`config.mk`:
```
export PLATFORM = sky130hd
export DESIGN_NAME = cso_clock_sync
export DESIGN_NICKNAME = d
export VERILOG_FILES = /design/src/cso_pkg.sv /design/src/cso_tick_gen.sv /design/src/cso_sync_ctr.sv /design/src/cso_clock_sync.sv
export SDC_FILE = /design/constraint.sdc
export NUM_CORES = 1
export LEC_CHECK = 0
export ABC_CLOCK_PERIOD_IN_PS = 1850
export BUFFER_PORTS_ARGS = -buffer_cell sky130_fd_sc_hd__buf_4
export CORE_AREA = 3 3 81 83
export DETAILED_ROUTE_END_ITERATION = 7
export DIE_AREA = 0 0 84 86
export PLACE_DENSITY_LB_ADDON = 0.12
export REMOVE_ABC_BUFFERS = 1
export SYNTH_ARGS = -nofsm -noshare
export SYNTH_HDL_FRONTEND = slang
export SYNTH_SLANG_ARGS = --single-unit
```
`constraint.sdc`:
```
create_clock -name clk -period 1.85 [get_ports clk]
set_clock_uncertainty 0.2 [all_clocks]
set_input_delay 0.37 -clock clk [delete_from_list [all_inputs] [get_ports clk]]
set_output_delay 0.37 -clock clk [all_outputs]
set_load 0.05 [all_outputs]
```
`src/cso_pkg.sv`:
```
// Package: constants, register map and carriers for the clock sync block
package cso_pkg;

   // Register bus geometry
   localparam int CSO_AW = 8;
   localparam int CSO_DW = 32;

   // Register byte offsets
   localparam logic [7:0] CSO_OFF_CTRL = 8'h00;
   localparam logic [7:0] CSO_OFF_BUSY = 8'h04;
   localparam logic [7:0] CSO_OFF_CFG = 8'h08;
   localparam logic [7:0] CSO_OFF_STAT = 8'h0C;

   // Control and busy field positions
   localparam int CSO_BIT_SOFT_RESET_REQUEST = 0;
   localparam int CSO_BIT_ENABLE = 1;

   // Clock chain configuration field positions
   localparam int CSO_BIT_SRC_EN = 0;
   localparam int CSO_BIT_ONDEMAND = 1;
   localparam int CSO_BIT_GEN_EN = 2;
   localparam int CSO_BIT_CH_EN = 3;

   // Status field positions
   localparam int CSO_BIT_CORE_EN = 0;
   localparam int CSO_BIT_CLK_REQ = 1;
   localparam int CSO_BIT_SRC_RUN = 2;
   localparam int CSO_BIT_PEND = 3;
   localparam int CSO_BIT_CHAIN_OK = 4;

   // Reset values
   localparam logic [3:0] CSO_CFG_RST = 4'h0;

   // Bus clock period and generic clock divider
   localparam int CSO_CLK_NS = 10;
   localparam int CSO_GENERIC_CLOCK_UNIT_NS = 40;
   localparam int CSO_GENERIC_CLOCK_UNIT_DIV = CSO_GENERIC_CLOCK_UNIT_NS / CSO_CLK_NS;
   localparam logic [7:0] CSO_GENERIC_CLOCK_UNIT_DIV_M1 = 8'(CSO_GENERIC_CLOCK_UNIT_DIV - 1);

   // Sync delay: six generic edges then two bus stages
   localparam logic [3:0] CSO_SYNC_TICKS = 4'h6;
   localparam logic [1:0] CSO_SYNC_STAGES = 2'h2;
   localparam int CSO_OTHER_REQ = 4;

   // Control and busy word carrier
   typedef struct packed {
      logic enable;
      logic soft_reset_request;
   } cso_ctrl_t;

   // Clock chain configuration carrier
   typedef struct packed {
      logic ch_en;
      logic gen_en;
      logic ondemand;
      logic src_en;
   } cso_cfg_t;

endpackage : cso_pkg

```
`src/cso_tick_gen.sv`:
```
// Generic clock tick divider running off the bus clock
`timescale 1ns/1ps
module cso_tick_gen
   import cso_pkg::*;
(
   input wire logic clk,
   input wire logic rst_b,
   input wire logic run,
   output logic tick
);

   logic [7:0] cnt_ff;
   logic tick_ff;

   // Count bus cycles, one tick pulse per generic period while running
   always_ff @(posedge clk or negedge rst_b) begin
      if (!rst_b) begin
         cnt_ff <= 8'h00;
         tick_ff <= 1'b0;
      end else if (!run) begin
         cnt_ff <= 8'h00;
         tick_ff <= 1'b0;
      end else if (cnt_ff == CSO_GENERIC_CLOCK_UNIT_DIV_M1) begin
         cnt_ff <= 8'h00;
         tick_ff <= 1'b1;
      end else begin
         cnt_ff <= cnt_ff + 8'h01;
         tick_ff <= 1'b0;
      end
   end

   assign tick = tick_ff;

endmodule : cso_tick_gen

```
`src/cso_sync_ctr.sv`:
```
// One write-synchronization channel toward the generic clock domain
`timescale 1ns/1ps
module cso_sync_ctr
   import cso_pkg::*;
(
   input wire logic clk,
   input wire logic rst_b,
   input wire logic start,
   input wire logic tick,
   output logic done
);

   typedef enum logic [3:0] {
      CSO_SY_IDLE = 4'h1,
      CSO_SY_TICK = 4'h2,
      CSO_SY_SETTLE = 4'h4,
      CSO_SY_DONE = 4'h8
   } cso_sy_state_t;

   cso_sy_state_t state_ff;
   logic [3:0] tick_cnt_ff;
   logic [1:0] stage_cnt_ff;

   // Wait for six generic edges, then two bus stages back to bus side;
   // the sixth edge cycle is the first stage, so the upper bound is met
   always_ff @(posedge clk or negedge rst_b) begin
      if (!rst_b) begin
         state_ff <= CSO_SY_IDLE;
         tick_cnt_ff <= 4'h0;
         stage_cnt_ff <= 2'h0;
      end else begin
         case (state_ff)
            CSO_SY_IDLE: begin
               tick_cnt_ff <= 4'h0;
               stage_cnt_ff <= 2'h0;
               if (start) begin
                  state_ff <= CSO_SY_TICK;
               end
            end
            CSO_SY_TICK: begin
               if (tick) begin
                  tick_cnt_ff <= tick_cnt_ff + 4'h1;
                  if (tick_cnt_ff + 4'h1 == CSO_SYNC_TICKS) begin
                     stage_cnt_ff <= 2'h1;
                     state_ff <= CSO_SY_SETTLE;
                  end
               end
            end
            CSO_SY_SETTLE: begin
               stage_cnt_ff <= stage_cnt_ff + 2'h1;
               if (stage_cnt_ff + 2'h1 == CSO_SYNC_STAGES) begin
                  state_ff <= CSO_SY_DONE;
               end
            end
            CSO_SY_DONE: begin
               state_ff <= CSO_SY_IDLE;
            end
            default: begin
               state_ff <= CSO_SY_IDLE;
            end
         endcase
      end
   end

   assign done = (state_ff == CSO_SY_DONE);

endmodule : cso_sync_ctr

```
`src/cso_clock_sync.sv`:
```
// Top: register sync for enable and soft reset, on-demand clock request
`timescale 1ns/1ps
// What this block does
// - Writing soft reset one starts sync, sets busy
// - Soft reset bit reads one right away
// - Reset done clears soft reset and busy
// - Writing soft reset zero does nothing
// - Enable busy holds until enable sync ends
// - Sync delay between 5G+2B and 6G+3B
// - Plain register access takes two bus cycles
// - Masked interface reads zero, drops writes
// - Generic clock needs source, generator, channel
// - On-demand source stops when nobody requests
// - Any request starts or keeps an enabled source running
// - Last request withdrawn stops the source
// - Request passes only with generator and channel enabled
module cso_clock_sync
   import cso_pkg::*;
(
   input wire logic clk,
   input wire logic rst_b,
   input wire logic [CSO_AW-1:0] addr,
   input wire logic [CSO_DW-1:0] wdata,
   input wire logic wr_stb,
   input wire logic rd_stb,
   output logic [CSO_DW-1:0] rdata,
   input wire logic pm_unmask,
   input wire logic core_req,
   input wire logic [CSO_OTHER_REQ-1:0] other_req,
   output logic core_en,
   output logic core_reset,
   output logic clk_req,
   output logic src_run,
   output logic generic_clock_unit_tick
);

   // Register state
   cso_ctrl_t ctrl_ff;
   cso_ctrl_t busy_ff;
   cso_ctrl_t pend_data_ff;
   cso_cfg_t cfg_ff;
   logic pend_ff;
   logic core_en_ff;
   logic core_reset_ff;
   logic clk_req_ff;
   logic src_run_ff;
   logic generic_clock_unit_tick_ff;
   logic [CSO_DW-1:0] rdata_ff;

   // Decoded accesses and sync handshake
   logic wr_ok;
   logic rd_ok;
   logic wr_ctrl;
   logic wr_cfg;
   logic any_busy;
   logic apply;
   cso_ctrl_t apply_data;
   logic start_soft_reset_request;
   logic start_enable;
   logic done_soft_reset_request;
   logic done_enable;
   logic tick;
   logic chain_ok;
   logic my_req;
   logic nxt_clk_req;
   logic nxt_src_run;
   logic [CSO_DW-1:0] nxt_rdata;

   // Masked interface drops every access
   assign wr_ok = wr_stb & pm_unmask;
   assign rd_ok = rd_stb & pm_unmask;
   assign wr_ctrl = wr_ok & (addr == CSO_OFF_CTRL);
   assign wr_cfg = wr_ok & (addr == CSO_OFF_CFG);
   assign any_busy = busy_ff.enable | busy_ff.soft_reset_request;

   // A control write lands now only with no sync in flight
   always_comb begin
      apply = 1'b0;
      apply_data = '0;
      if (!any_busy && pend_ff) begin
         apply = 1'b1;
         apply_data = pend_data_ff;
      end else if (!any_busy && wr_ctrl) begin
         apply = 1'b1;
         apply_data.soft_reset_request = wdata[CSO_BIT_SOFT_RESET_REQUEST];
         apply_data.enable = wdata[CSO_BIT_ENABLE];
      end
   end

   // Soft reset wins over an enable carried in the same word
   assign start_soft_reset_request = apply & apply_data.soft_reset_request;
   assign start_enable = apply & !apply_data.soft_reset_request;

   // Hold one control write back while a sync is running
   always_ff @(posedge clk or negedge rst_b) begin
      if (!rst_b) begin
         pend_ff <= 1'b0;
         pend_data_ff <= '0;
      end else if (done_soft_reset_request) begin
         pend_ff <= 1'b0;
      end else if (wr_ctrl && (any_busy || pend_ff)) begin
         pend_ff <= 1'b1;
         pend_data_ff.soft_reset_request <= wdata[CSO_BIT_SOFT_RESET_REQUEST];
         pend_data_ff.enable <= wdata[CSO_BIT_ENABLE];
      end else if (apply) begin
         pend_ff <= 1'b0;
      end
   end

   // Control bits as software sees them
   always_ff @(posedge clk or negedge rst_b) begin
      if (!rst_b) begin
         ctrl_ff <= '0;
      end else if (done_soft_reset_request) begin
         ctrl_ff <= '0;
      end else if (start_soft_reset_request) begin
         ctrl_ff.soft_reset_request <= 1'b1;
      end else if (start_enable) begin
         ctrl_ff.enable <= apply_data.enable;
      end
   end

   // Busy flags: set by a launched sync, cleared by hardware on done
   always_ff @(posedge clk or negedge rst_b) begin
      if (!rst_b) begin
         busy_ff <= '0;
      end else begin
         if (start_soft_reset_request) begin
            busy_ff.soft_reset_request <= 1'b1;
         end else if (done_soft_reset_request) begin
            busy_ff.soft_reset_request <= 1'b0;
         end
         if (start_enable) begin
            busy_ff.enable <= 1'b1;
         end else if (done_enable || done_soft_reset_request) begin
            busy_ff.enable <= 1'b0;
         end
      end
   end

   // Enable as seen by the generic clock side, after sync
   always_ff @(posedge clk or negedge rst_b) begin
      if (!rst_b) begin
         core_en_ff <= 1'b0;
      end else if (done_soft_reset_request) begin
         core_en_ff <= 1'b0;
      end else if (done_enable) begin
         core_en_ff <= ctrl_ff.enable;
      end
   end

   // One-cycle reset pulse into the peripheral core
   always_ff @(posedge clk or negedge rst_b) begin
      if (!rst_b) begin
         core_reset_ff <= 1'b0;
      end else begin
         core_reset_ff <= done_soft_reset_request;
      end
   end

   // Clock chain configuration, plain register
   always_ff @(posedge clk or negedge rst_b) begin
      if (!rst_b) begin
         cfg_ff <= cso_cfg_t'(CSO_CFG_RST);
      end else if (wr_cfg) begin
         cfg_ff.src_en <= wdata[CSO_BIT_SRC_EN];
         cfg_ff.ondemand <= wdata[CSO_BIT_ONDEMAND];
         cfg_ff.gen_en <= wdata[CSO_BIT_GEN_EN];
         cfg_ff.ch_en <= wdata[CSO_BIT_CH_EN];
      end
   end

   // Generic clock reaches the core only through the full chain
   assign chain_ok = src_run_ff & cfg_ff.gen_en & cfg_ff.ch_en;

   // Own request: core asks while enabled, or a sync needs edges
   assign my_req = (core_req & core_en_ff) | any_busy;

   // Request passes the channel and generator gates to the source
   always_comb begin
      nxt_clk_req = 1'b0;
      if (cfg_ff.gen_en && cfg_ff.ch_en) begin
         nxt_clk_req = my_req;
      end
   end

   // Source with src_en set runs always, or on demand while any request stands
   always_comb begin
      nxt_src_run = 1'b0;
      if (!cfg_ff.src_en) begin
         nxt_src_run = 1'b0;
      end else if (!cfg_ff.ondemand) begin
         nxt_src_run = 1'b1;
      end else if (nxt_clk_req || (|other_req)) begin
         nxt_src_run = 1'b1;
      end else begin
         nxt_src_run = 1'b0;
      end
   end

   // Request and source state flops
   always_ff @(posedge clk or negedge rst_b) begin
      if (!rst_b) begin
         clk_req_ff <= 1'b0;
         src_run_ff <= 1'b0;
      end else begin
         clk_req_ff <= nxt_clk_req;
         src_run_ff <= nxt_src_run;
      end
   end

   // Generic clock edges, only while the chain is up
   cso_tick_gen u_tick (
      .clk(clk),
      .rst_b(rst_b),
      .run(chain_ok),
      .tick(tick)
   );

   // Soft reset sync channel
   cso_sync_ctr u_sync_soft_reset_request (
      .clk(clk),
      .rst_b(rst_b),
      .start(start_soft_reset_request),
      .tick(tick),
      .done(done_soft_reset_request)
   );

   // Enable sync channel
   cso_sync_ctr u_sync_enable (
      .clk(clk),
      .rst_b(rst_b),
      .start(start_enable),
      .tick(tick),
      .done(done_enable)
   );

   // Registered copy of the generic edge for the core
   always_ff @(posedge clk or negedge rst_b) begin
      if (!rst_b) begin
         generic_clock_unit_tick_ff <= 1'b0;
      end else begin
         generic_clock_unit_tick_ff <= tick;
      end
   end

   // Read mux; unmapped or masked reads give zero
   always_comb begin
      nxt_rdata = '0;
      if (rd_ok) begin
         case (addr)
            CSO_OFF_CTRL: begin
               nxt_rdata[CSO_BIT_SOFT_RESET_REQUEST] = ctrl_ff.soft_reset_request;
               nxt_rdata[CSO_BIT_ENABLE] = ctrl_ff.enable;
            end
            CSO_OFF_BUSY: begin
               nxt_rdata[CSO_BIT_SOFT_RESET_REQUEST] = busy_ff.soft_reset_request;
               nxt_rdata[CSO_BIT_ENABLE] = busy_ff.enable;
            end
            CSO_OFF_CFG: begin
               nxt_rdata[CSO_BIT_SRC_EN] = cfg_ff.src_en;
               nxt_rdata[CSO_BIT_ONDEMAND] = cfg_ff.ondemand;
               nxt_rdata[CSO_BIT_GEN_EN] = cfg_ff.gen_en;
               nxt_rdata[CSO_BIT_CH_EN] = cfg_ff.ch_en;
            end
            CSO_OFF_STAT: begin
               nxt_rdata[CSO_BIT_CORE_EN] = core_en_ff;
               nxt_rdata[CSO_BIT_CLK_REQ] = clk_req_ff;
               nxt_rdata[CSO_BIT_SRC_RUN] = src_run_ff;
               nxt_rdata[CSO_BIT_PEND] = pend_ff;
               nxt_rdata[CSO_BIT_CHAIN_OK] = chain_ok;
            end
            default: begin
               nxt_rdata = '0;
            end
         endcase
      end
   end

   // Read data stands in the cycle after the strobe only
   always_ff @(posedge clk or negedge rst_b) begin
      if (!rst_b) begin
         rdata_ff <= '0;
      end else begin
         rdata_ff <= nxt_rdata;
      end
   end

   assign rdata = rdata_ff;
   assign core_en = core_en_ff;
   assign core_reset = core_reset_ff;
   assign clk_req = clk_req_ff;
   assign src_run = src_run_ff;
   assign generic_clock_unit_tick = generic_clock_unit_tick_ff;

endmodule : cso_clock_sync

```
# Word-level counts from Yosys, hierarchy flattened
# Cells that the tools add are included.
dict set report totals {
  elab_cells 144
  inputBits 50
  reg_bits 77
}
dict set report classes {
  mux 49
  bitwise_logic 12
  reduce_logical 28
  n_eq_ne 25
  addsub 5
}
# op count
set ops {}
lappend ops {{$mux 4} 10}
lappend ops {{$pmux 4 s3} 2}
lappend ops {{$mux 1} 21}
lappend ops {{$eq 4x3->1 const B} 4}
lappend ops {{$eq 8x4->1 const B} 2}
lappend ops {{$mux 8} 2}
lappend ops {{$pmux 4 s2} 2}
lappend ops {{$mux 2} 7}
lappend ops {{$pmux 2 s3} 2}
lappend ops {{$reduce_bool 2->1} 6}
lappend ops {{$ne 2x1->1 const B} 5}
lappend ops {{$and 1x1->1} 9}
lappend ops {{$reduce_bool 3->1} 3}
lappend ops {{$add 4x1->4 const B} 2}
lappend ops {{$add 8x1->8 const B} 1}
lappend ops {{$eq 4x1->1 const B} 2}
lappend ops {{$eq 4x2->1 const B} 2}
lappend ops {{$eq 4x4->1 const B} 2}
lappend ops {{$eq 8x2->1 const B} 1}
lappend ops {{$eq 8x3->1 const B} 1}
lappend ops {{$logic_not 8->1} 1}
lappend ops {{$ne 2x2->1 const B} 4}
lappend ops {{$pmux 2 s4} 1}
lappend ops {{$reduce_and 2->1} 4}
lappend ops {{other kinds (12)} 23}

# Depth between registers and ports, before layout
# Gate-level depths: netlist of the first run.
dict set report depth {
  ltp_word 10
  ltp_mapped 6
  mapped_depth_nobuf 5
}

# Modules after synthesis
# From an unflattened synthesis of the first run, not the netlist that was laid out.
dict set report unflattened {
  hier_cells 298
  hier_area_um2 2936.6
}
# mod instances cells_each area_each_um2
set by_module_without_submodules {}
lappend by_module_without_submodules {cso_sync_ctr 2 74 663.1}
lappend by_module_without_submodules {cso_clock_sync 1 110 1188.6}
lappend by_module_without_submodules {cso_tick_gen 1 40 421.7}

# Worst setup path after synthesis of the first run
# No wires, ideal clock.
dict set report synth_timing {
  kind {input to register}
  start {in addr[4]}
  end {reg cfg_ff[0] (netlist name)}
  t_arrival_ns 1.525
  setup_ns 0.125
  setup_slack_ns 0.000
  t_required_ns 1.525
  stages 3
  n_path_buf 0
  path_cell_list {or4b_4 > nor3_4 > mux2_2}
}
dict set report synth_via {
  elab_chain_len 2
}
# item line_no
set synth_lines {}
lappend synth_lines {{start: declaration} cso_clock_sync.sv:22} ;# input wire logic [CSO_AW-1:0] addr,
lappend synth_lines {{$eq 8x4->1} cso_clock_sync.sv:73} ;# assign wr_cfg = wr_ok & (addr == CSO_OFF_CFG);
lappend synth_lines {{$and 1x1->1} cso_clock_sync.sv:73}
lappend synth_lines {{end signal: assignment} cso_clock_sync.sv:164} ;# cfg_ff <= cso_cfg_t'(CSO_CFG_RST);
lappend synth_lines {{end: declaration} cso_clock_sync.sv:41} ;# cso_cfg_t cfg_ff;
# No other way between the ends.
# A chain may end at the register's enable or synchronous reset.

# Final worst setup path of the first run
dict set report layout_timing {
  start {reg u_sync_soft_reset_request.state_ff[1]}
  end {reg u_sync_soft_reset_request.stage_cnt_ff[1]}
}
dict set report layout_via {
  elab_chain_len 3
  word_cells_on_any_way 8
  classes_between {eq/ne (5); mux (1); reduce/logical (2)}
}
# item line_no
set layout_lines {}
lappend layout_lines {{start: declaration} cso_sync_ctr.sv:20} ;# cso_sy_state_t state_ff;
lappend layout_lines {{start signal: assignment} cso_sync_ctr.sv:28} ;# state_ff <= CSO_SY_IDLE;
lappend layout_lines {{start signal: assignment} cso_sync_ctr.sv:37} ;# state_ff <= CSO_SY_TICK;
lappend layout_lines {{start signal: assignment} cso_sync_ctr.sv:45} ;# state_ff <= CSO_SY_SETTLE;
lappend layout_lines {{$eq 4x2->1 (tied with other cells)} cso_sync_ctr.sv:32} ;# case (state_ff)
lappend layout_lines {{$ne 2x1->1 (no line) (tied with other cells)} n/a}
lappend layout_lines {{$reduce_and 3->1 (no line)} n/a}
lappend layout_lines {{end signal: assignment} cso_sync_ctr.sv:50} ;# stage_cnt_ff <= stage_cnt_ff + 2'h1;
lappend layout_lines {{end: declaration} cso_sync_ctr.sv:22} ;# logic [1:0] stage_cnt_ff;
# Several ways; a longest one is shown, not always the timed one.

==> impl_metrics.env, run 1 <==
export IMPL_vias_per_cell=5.11
export IMPL_slew_violations=0
export IMPL_synth_edff_count=0
export IMPL_fmax_mhz=555
export IMPL_yosysSeqAreaShare_pct=46.3
export IMPL_finalNonFillerCells=393
export IMPL_ys_warn_count=0
export IMPL_cap_violations=0
export IMPL_synth_top_flop_cell="dfrtp_1"
export IMPL_drive_gt1_share_pct=31.8
export IMPL_crit_chain="buf_4 > or3b_2 > or2_2 > o221ai_2"
export IMPL_vias=2010
export IMPL_die_area_mm2=0.00722
export IMPL_clk_latency_ps=310
export IMPL_rows=28
export IMPL_syn_inst=253
export IMPL_async_flop_share_pct=100
export IMPL_initialDrtViolationCount=63
export IMPL_synth_distinct_cells=60
export IMPL_place_worst_setup_slack_ps=-193
export IMPL_die_h_um=86
export IMPL_antenna_found_initial=0
export IMPL_critPathRequiredTime_ps=1880
export IMPL_gp_congestion=0.797
export IMPL_core_area_mm2=0.00592
export IMPL_finalNetCount=374
export IMPL_avgSynthCellArea_um2=10.7
export IMPL_clk_pin_slew_ps=100
export IMPL_power_density_mw_per_mm2=645
export IMPL_timing_hold_violations_final=0
export IMPL_diodes=0
export IMPL_cpPeakStageDelay_ps=460
export IMPL_cts_buffers=5
export IMPL_initial_core_util_pct=45.7
export IMPL_status="finished clean"
export IMPL_mappedNetlistArea_mm2=0.00271
export IMPL_fin_setup_tns_ps=0
export IMPL_hp_class="primary input to register"
export IMPL_fin_util_pct=55.9
export IMPL_grt_usage_pct=15.9
export IMPL_die_width_um=84
export IMPL_htree_levels=2
export IMPL_cts_root_buf="clkbuf_8"
export IMPL_endpoint_kind="register"
export IMPL_synthToLayoutAreaGrowth_pct=22.2
export IMPL_grt_pass1_wl_um=9230
export IMPL_drt_pass1_iterations=4
export IMPL_slowest_stage="or3b_2"
export IMPL_period_minus_slack_ps=1800
export IMPL_grt_start_max_net_pins=51
export IMPL_grt_pass1_vias=1962
export IMPL_fin_crit_sh_pct=97.4
export IMPL_wl_per_cell_um=13.8
export IMPL_postRouteAntennaNets=0
export IMPL_clk_path_buf_depth=2
export IMPL_synth_seq_cells=50
export IMPL_drc_errors=0
export IMPL_dp_cells=380
export IMPL_worst_path_max_fanout=5
export IMPL_grt_overflow=0
export IMPL_fin_ws_ps=49.0
export IMPL_routed_wl_um=5420
export IMPL_criticalPathCategory="register to register"
export IMPL_fin_area_mm2=0.00331
export IMPL_setup_violations=0
export IMPL_vdd_ir_drop_worst_mv=0.381
export IMPL_tritoncts="yes"
export IMPL_cp_start_kind="register"
export IMPL_io_buffers=31
export IMPL_placed_cell_area_mm2=0.00311
export IMPL_io_pins=87
export IMPL_nFillCells=541
export IMPL_leakagePower_nw=1.57
export IMPL_cp_arrival_ps=1830
export IMPL_dpl_hpwl_um=4020
export IMPL_cts_sinks=50
## synth_stat cells, types with 2 or more instances
cell       count  share of area, %
o2bb2ai_1      2              0.65
nor2b_1        3              0.69
buf_4         27               7.5
xor2_1         5               1.6
nor4_4         2               1.6
o21bai_1       3              0.83
nor4b_1        6               1.9
nor2_1        17               2.4
o21ai_0       11               2.0
xnor2_1        5               1.6
dfrtp_1       48                44
mux4_2         2               1.7
o211ai_1       2              0.55
nand3_1       11               2.0
a21oi_1        6               1.1
dfstp_2        2               1.9
nand4_1        2              0.46
mux2_2         7               2.9
nor3_1         6               1.1
or2_2          2              0.46
o22ai_1        2              0.46
or4b_2         3               1.1
ha_1           7               3.2
mux2i_1        4               1.5
inv_1         11               1.5
a21o_1         3              0.83
nand2b_1       3              0.69
nand2_1       19               2.6
## power breakdown
part	total, mW	leakage (nW)	internal (mW)	switching (mW)
clock network	0.810	0.0591	0.413	0.397
registers	1.10	0.670	1.10	0.00360
logic	0.223	0.844	0.0525	0.170
total	2.13	1.57	1.56	0.571
## area by class of cell
class / instances / area (µm²) / share of cell area [%]
timing repair buffer: 60 / 465 / 14.1
clock inverter: 3 / 47.5 / 1.44
multi-input combinational: 189 / 1340 / 40.4
inverter: 11 / 41.3 / 1.25
clock buffer: 5 / 68.8 / 2.08
sequential: 50 / 1250 / 37.9
tap: 75 / 93.8 / 2.84
## sequential cells by signal, indices dropped and copies added, names as in the netlist
| register | cells |
|---|---|
| rdata | 5 |
| u_sync_soft_reset_request.state_ff | 4 |
| ctrl_ff | 2 |
| u_sync_soft_reset_request.stage_cnt_ff | 2 |
| pend_ff | 1 |
| u_tick.cnt_ff | 8 |
| u_sync_soft_reset_request.tick_cnt_ff | 4 |
| core_en | 1 |
| core_reset | 1 |
| u_sync_enable.stage_cnt_ff | 2 |
| cfg_ff | 4 |
| u_sync_enable.tick_cnt_ff | 4 |
| busy_ff | 2 |
| src_run | 1 |
| pend_data_ff | 2 |
| clk_req | 1 |
| u_sync_enable.state_ff | 4 |
| generic_clock_unit_tick | 1 |
| u_tick.tick | 1 |
## routing by layer
layer	global-route usage, %	share of wire [%]
met5	0	0
met4	6.29	1.7
met3	3.46	4.9
met2	25.7	48
met1	21.1	46
## layout by cell type, fill, tap and decap left out, types with 2 or more instances in the layout
cell        n
nor4b_1     3
buf_4      58
inv_6       2
mux2_2      7
nor2_1     17
nor2b_1     3
clkbuf_8    5
or4b_4      4
nor4_4      2
nand2_1    19
nand4_1     2
nor4b_2     3
dfstp_2     2
mux2i_1     4
o211ai_1    2
or2_2       2
o2bb2ai_1   2
o22ai_1     2
a21o_1      3
o21ai_1     2
xor2_1      5
o21bai_1    3
nor3_1      6
mux4_2      2
nand3_1    11
nand2b_1    3
a21oi_1     6
conb_1     27
ha_1        7
xnor2_1     5
o21ai_0     8
inv_1      11
dfrtp_1    48
## logic make-up (layout without fill, tap and decap cells)
group,Yosys count,in the layout,share of synthesized area [%]
flops,50,50,46.3
fa+ha+maj,7,7,3.24
other cells,1,27,0.139
mux,13,13,6.06
simple gates,90,90,20.6
buf+inv,40,79,9.57
compound gates,42,42,10.8
xor+xnor,10,10,3.24
## worst paths after layout
check / slack (ps) / start / end / cells past startpoint
worst min-delay path: 90 / wdata[2] / cfg_ff[2] / 2
max in group asynchronous: 800 / rst_b / u_sync_soft_reset_request.state_ff[0] / 3
worst max register to register: 50 / u_sync_soft_reset_request.state_ff[1] / u_sync_soft_reset_request.stage_cnt_ff[1] / 4
worst max-delay path: 50 / u_sync_soft_reset_request.state_ff[1] / u_sync_soft_reset_request.stage_cnt_ff[1] / 4
min in group asynchronous: 360 / rst_b / u_sync_soft_reset_request.state_ff[2] / 3
worst min register to register: 270 / u_tick.cnt_ff[0] / u_tick.cnt_ff[0] / 1
## timing repair
item | in CTS | in global routing
resized for setup | 1 | 11
hold endpoints to repair | 48 | 0
pin swaps | 0 | 4
hold buffers | 1 | 0
setup buffers | 1 | 3
setup endpoints to repair | 6 | 14
## critical path: cells and delay by family, from the launching register on
family                 cells  cell delay, ps
AO/OA/AOI/OAI              1             170
AND/OR/NAND/NOR            2             800
buffers and inverters      1             160
flip-flops                 1             400
## metrics by stage
step                hold WS [ps]  power (mW)
finish                      86.8        2.13
global route                82.4        2.22
CTS                         82.1        2.17
detailed placement           169        1.34
global placement             167        1.34
floorplan                   -126        1.26
Power figures use the tool's default switching activity.
==> run 2, diff against run 1 <==
CORE_AREA = 3 3 84 86   (was 3 3 81 83)
DIE_AREA = 0 0 87 89   (was 0 0 84 86)
SYNTH_HIERARCHICAL = 1   (was default)
==> run 2 against run 1 <==
Hold slack better by 3.3 ps. Core utilization is 1.1 points lower. Combinational power is essentially flat. Setup slack better by 23 ps. Area after synthesis increased by 8.5%. Via count rose by 15%. Die area up 7.2%. Synthesized cell count up 18%. Global-route usage is 0.45 points higher. Flip-flop and latch count did not move. Critical path depth up 1. Largest power group unchanged.
==> impl_metrics.env, run 2 <==
export IMPL_finalNetCount=407
export IMPL_routed_wl_um=5910
export IMPL_cp_num_buf_inv=1
export IMPL_die_area_mm2=0.00774
export IMPL_antenna_found_initial=0
export IMPL_crit_cells=5
export IMPL_status="finished clean"
export IMPL_drc_errors=0
export IMPL_io_buffers=31
export IMPL_vias_per_cell=5.39
export IMPL_multi_input_area_mm2=0.00151
export IMPL_fmax_mhz=562
export IMPL_yosysSeqAreaShare_pct=42.7
export IMPL_period_minus_slack_ps=1780
export IMPL_initialDrtViolationCount=99
export IMPL_grt_overflow=0
export IMPL_core_area_mm2=0.00635
export IMPL_slowest_stage="dfrtp_2"
export IMPL_critPathRequiredTime_ps=1840
export IMPL_worst_path_max_fanout=5
export IMPL_fin_setup_tns_ps=0
export IMPL_cts_sinks=50
export IMPL_final_common_cell="buf_4"
export IMPL_dp_cells=417
export IMPL_path_delay_family="flip-flops"
export IMPL_vias=2303
export IMPL_crit_start="u_sync_soft_reset_request/state_ff[2]"
export IMPL_postRouteAntennaNets=0
export IMPL_rows=29
export IMPL_synth_edff_count=0
export IMPL_clk_pin_slew_ps=100
export IMPL_mostFrequentLayoutCells="55 x buf_4, 47 x dfrtp_1, 27 x conb_1, 26 x nor2_1, 16 x inv_1"
export IMPL_r2r_start="u_sync_soft_reset_request/state_ff[2]"
export IMPL_clk_latency_ps=300
export IMPL_synth_most_common_cell="dfrtp_1"
export IMPL_largest_register="u_tick/cnt_ff"
export IMPL_fin_crit_sh_pct=96.1
export IMPL_die_width_um=87
export IMPL_async_flop_share_pct=100
export IMPL_synth_seq_cells=50
export IMPL_cp_start_kind="register"
export IMPL_initial_core_util_pct=46.2
export IMPL_grt_usage_pct=16.4
export IMPL_gp_congestion=0.760
export IMPL_yosys_top_cells_count="48 x dfrtp_1, 28 x buf_4, 26 x nor2_1, 16 x inv_1"
export IMPL_slew_violations=0
export IMPL_setup_violations=0
export IMPL_drive_gt1_share_pct=27.7
export IMPL_io_pins=87
export IMPL_ys_warn_count=6
export IMPL_synth_top_flop_cell="dfrtp_1"
export IMPL_die_h_um=89
export IMPL_yosys_area_top_type="dfrtp_1"
export IMPL_drt_pass1_iterations=4
export IMPL_grt_pass1_vias=2207
export IMPL_crit_chain="nor4b_2 > buf_4 > nor3_1 > o211ai_1 > mux2_2"
export IMPL_hp_class="primary input to register"
export IMPL_synth_distinct_cells=55
export IMPL_avgSynthCellArea_um2=9.85
export IMPL_cpPeakStageDelay_ps=450
export IMPL_synthToLayoutAreaGrowth_pct=18.4
export IMPL_wl_per_cell_um=13.8
export IMPL_diodes=0
export IMPL_clk_path_buf_depth=2
export IMPL_nFillCells=548
export IMPL_timing_hold_violations_final=0
export IMPL_placed_cell_area_mm2=0.00329
export IMPL_regToRegEndpoint="pend_data_ff[1]"
export IMPL_endpoint_kind="register"
export IMPL_largest_register_ffs=8
export IMPL_fin_area_mm2=0.00348
export IMPL_synth_area_leaders="dfrtp_1 41%, buf_4 7.2%, ha_1 3.4%"
export IMPL_r2r_slack_ps=70
export IMPL_cts_root_buf="clkbuf_8"
export IMPL_syn_inst=298
export IMPL_cp_arrival_ps=1770
export IMPL_timing_hold_ws_ps=90.1
export IMPL_power_density_mw_per_mm2=602
export IMPL_finalNonFillerCells=427
export IMPL_leakagePower_nw=1.55
export IMPL_dpl_hpwl_um=4370
export IMPL_grt_start_max_net_pins=30
export IMPL_yosysTopAreaCellShare_pct=40.9
export IMPL_mappedNetlistArea_mm2=0.00294
export IMPL_tritoncts="yes"
export IMPL_htree_levels=2
export IMPL_cp_endpoint="pend_data_ff[1]"
export IMPL_ff_latch_area_mm2=0.00125
export IMPL_vdd_ir_drop_worst_mv=0.379
export IMPL_rsz0062_at_grt="yes"
export IMPL_cts_buffers=5
export IMPL_r2r_cells=5
export IMPL_cap_violations=0
export IMPL_grt_pass1_wl_um=10100
export IMPL_criticalPathCategory="register to register"
run 2: routing by layer:
layer	wire length [µm]	GRT usage [%]
met2	2880	26.8
met5	0	0
met1	2660	21.5
met4	57	5.52
met3	320	3.69
run 2: power breakdown:
| part | total (mW) | switching, mW | internal [mW] |
|---|---|---|---|
| logic | 0.223 | 0.167 | 0.0562 |
| registers | 1.10 | 0.00348 | 1.10 |
| clock network | 0.771 | 0.369 | 0.402 |
run 2: final cells by class:
| type | instances | share of cell area (%) |
|---|---|---|
| Inverter | 16 | 1.73 |
| Clock buffer | 5 | 1.98 |
| Sequential cell | 50 | 36.1 |
| Clock inverter | 3 | 1.30 |
| Tap cell | 77 | 2.77 |
| Timing Repair Buffer | 57 | 12.7 |
| Multi-Input combinational cell | 219 | 43.4 |
run 2: cell families (layout without fill, tap and decap cells):
| group | count (synthesis) | in the layout | share of synthesized area, % |
|---|---|---|---|
| multiplexers | 13 | 13 | 6.14 |
| XOR/XNOR | 5 | 5 | 1.49 |
| AO/OA/AOI/OAI | 65 | 65 | 15.1 |
| adder cells (fa/ha/maj) | 9 | 9 | 3.75 |
| buffers and inverters | 55 | 81 | 11.2 |
| flip-flops | 50 | 50 | 42.7 |
| other | 1 | 27 | 0.128 |
| AND/OR/NAND/NOR | 100 | 100 | 19.5 |
run 2: worst min path at each step:
stage               startpoint  cells past startpoint                           end
finish                wdata[2]                      2                     cfg_ff[2]
global route          wdata[2]                      2                     cfg_ff[2]
CTS                   wdata[2]                      2                     cfg_ff[2]
detailed placement       rst_b                      1  u_sync_enable/tick_cnt_ff[2]
global placement         rst_b                      1  u_sync_enable/tick_cnt_ff[3]
floorplan                rst_b                      0                    busy_ff[0]
run 2: worst register-to-register path: cells and delay by family, from the launching register on:
family / cells / cell delay [ps]
flip-flops: 1 / 450
multiplexers: 1 / 370
AND/OR/NAND/NOR: 2 / 340
buffers and inverters: 1 / 160
AO/OA/AOI/OAI: 1 / 150
run 2: timing repair:
item	in CTS	in global routing
hold endpoints to repair	21	0
pin swaps	0	6
setup endpoints to repair	1	10
resized for setup	1	11
hold buffers	1	0
setup buffers	0	1
run 2: stage by stage:
| step | setup WS [ps] | power (mW) | utilization [%] |
|---|---|---|---|
| final | 72.1 | 2.09 | 54.8 |
| after global routing | -16.4 | 2.20 | 54.8 |
| after CTS | 19.1 | 2.13 | 53.8 |
| after detailed placement | -133 | 1.34 | 51.8 |
| after global placement | -130 | 1.34 | 51.8 |
| after floorplan | -331 | 1.26 | - |
==> run 3, diff against run 2 <==
--- a/config.mk
+++ b/config.mk
@@ -13,2 +13,3 @@
 export PLACE_DENSITY_LB_ADDON = 0.12
+export RECOVER_POWER = 25
 export REMOVE_ABC_BUFFERS = 1
==> constraint.sdc (replaced) <==
create_clock -name clk -period 1.85 [get_ports clk]
set_clock_uncertainty 0.2 [all_clocks]
set_input_delay 0.185 -clock clk [delete_from_list [all_inputs] [get_ports clk]]
set_output_delay 0.185 -clock clk [all_outputs]
set_load 0.05 [all_outputs]
==> run 3 against run 2 <==
Hold slack got worse by 59 ps. Largest cell class unchanged. Largest power group unchanged. Maximum frequency is 0.77% higher. Clock power down 14%.
==> impl_metrics.env, run 3 (synthesis gave the netlist of run 2 again) <==
export IMPL_largest_register="u_tick/cnt_ff"
export IMPL_io_buffers=31
export IMPL_hp_class="primary input to register"
export IMPL_cp_arrival_ps=1750
export IMPL_cpPeakStageDelay_ps=530
export IMPL_slew_headroom_pct=25.7
export IMPL_vias=2296
export IMPL_io_pins=87
export IMPL_fin_setup_tns_ps=0
export IMPL_leakagePower_nw=1.58
export IMPL_gp_congestion=0.814
export IMPL_grt_overflow=0
export IMPL_switching_share_pct=26.9
export IMPL_fmax_mhz=567
export IMPL_cts_root_buf="clkbuf_8"
export IMPL_mostFrequentLayoutCells="54 x buf_4, 48 x dfrtp_1, 27 x conb_1, 26 x nor2_1, 16 x inv_1"
export IMPL_clk_pin_slew_ps=90
export IMPL_htree_levels=2
export IMPL_cts_buffers=5
export IMPL_vias_per_cell=5.28
export IMPL_initial_core_util_pct=46.2
export IMPL_die_width_um=87
export IMPL_slew_violations=0
export IMPL_finalNetCount=415
export IMPL_intPower_mw=1.46
export IMPL_finalNonFillerCells=435
export IMPL_wl_per_cell_um=13.6
export IMPL_drive_gt1_share_pct=26.0
export IMPL_initialDrtViolationCount=94
export IMPL_diodes=0
export IMPL_period_minus_slack_ps=1760
export IMPL_path_delay_family="simple AND/OR/NAND/NOR gates"
export IMPL_antenna_found_initial=0
export IMPL_cap_violations=0
export IMPL_fin_crit_sh_pct=95.4
export IMPL_routed_wl_um=5910
export IMPL_timing_hold_violations_final=0
export IMPL_comb_power_share_pct=11.5
export IMPL_die_area_mm2=0.00774
export IMPL_clkPwrFrac_pct=33.3
export IMPL_core_area_mm2=0.00635
export IMPL_synthToLayoutAreaGrowth_pct=19.6
export IMPL_dpl_hpwl_um=4230
export IMPL_drt_pass1_iterations=4
export IMPL_grt_usage_pct=16.7
export IMPL_rsz0062_at_grt="no"
export IMPL_rows=29
export IMPL_grt_pass1_vias=2201
export IMPL_endpoint_kind="register"
export IMPL_criticalPathCategory="register to register"
export IMPL_largest_register_ffs=8
export IMPL_drc_errors=0
export IMPL_cts_sinks=50
export IMPL_setup_violations=0
export IMPL_power_density_mw_per_mm2=567
export IMPL_clk_latency_ps=300
export IMPL_cp_start_kind="register"
export IMPL_clk_path_buf_depth=2
export IMPL_grt_start_max_net_pins=51
export IMPL_worst_path_max_fanout=5
export IMPL_die_h_um=89
export IMPL_seqPwrFrac_pct=55.2
export IMPL_status="finished clean"
export IMPL_cp_num_buf_inv=0
export IMPL_dp_cells=414
export IMPL_tritoncts="yes"
export IMPL_crit_chain="ha_2 > nand2_1 > or4b_4 > o21ai_4 > o32ai_2"
export IMPL_vdd_ir_drop_worst_mv=0.403
export IMPL_postRouteAntennaNets=0
export IMPL_final_common_cell="buf_4"
export IMPL_grt_pass1_wl_um=10200
export IMPL_slowest_stage="or4b_4"
export IMPL_tightestPinTransition_ps=1110
export IMPL_p_switching_uw=535
export IMPL_critPathRequiredTime_ps=1830
[run 3: worst paths after layout]
kind / start / end / slack (ps) / cells past startpoint
setup / recovery: u_sync_enable/tick_cnt_ff[1] / u_sync_enable/state_ff[1] / 90 / 5
hold / removal: addr[3] / rdata[4] / 30 / 3
setup reg to reg: u_sync_enable/tick_cnt_ff[1] / u_sync_enable/state_ff[1] / 90 / 5
hold reg to reg: u_tick/cnt_ff[0] / u_tick/cnt_ff[0] / 310 / 1
max in group asynchronous: rst_b / u_tick/cnt_ff[6] / 340 / 2
min in group asynchronous: rst_b / u_sync_enable/tick_cnt_ff[3] / 420 / 2
[run 3: power by group through the flow]
stage	logic, mW	clock network (mW)	registers, mW
2_1_floorplan	0.139	0	1.12
3_3_place_gp	0.214	0	1.12
3_5_place_dp	0.216	0	1.12
4_1_cts	0.230	0.697	1.10
5_1_grt	0.244	0.743	1.10
6_report	0.229	0.664	1.10
[run 3: per-layer routing]
layer	GRT usage, %	share of wire (%)	up-vias	routed length (µm)
met5	0	0	-	0
met4	6.23	1.4	0	80
met3	3.59	4.7	7	277
met2	26.9	48	62	2850
met1	22.1	46	1103	2700
li1	-	-	1124	-
[run 3: final cells by class]
cell class              count  area (µm²)
clock inverters             2        12.5
well taps                  77        96.3
multi-input cells         219        1500
repair buffers             65         504
fillers                   558        2840
clock buffers               6        82.6
inverters                  16        60.1
flip-flops and latches     50        1250
[run 3: repair_timing]
action                                  4_1_cts  5_1_grt
pin swaps                                     0        2
hold endpoints to repair                     59        0
hold buffers                                  9        0
endpoints found under the setup margin        1       11
setup buffers                                 1        3
resized for setup                             0        9
[run 3: metrics by stage]
step	total power, mW	hold WS (ps)	setup slack, ps	util, %	area (µm²)
after floorplan	1.26	-311	-331	-	2770
after global placement	1.34	56.3	38.4	51.2	3250
after detailed placement	1.34	58.0	25.3	51.2	3250
after CTS	2.03	15.9	38.6	54.3	3450
after global routing	2.09	48.8	2.37	55.3	3510
final	1.99	31.0	85.7	55.3	3510
[run 3: worst reg2reg max path, delay by kind of cell, from the launching register on]
| kind | cells | cell delay (ps) |
|---|---|---|
| flip-flops | 1 | 420 |
| adder cells (fa/ha/maj) | 1 | 200 |
| AND/OR/NAND/NOR | 2 | 590 |
| AO/OA/AOI/OAI | 2 | 230 |
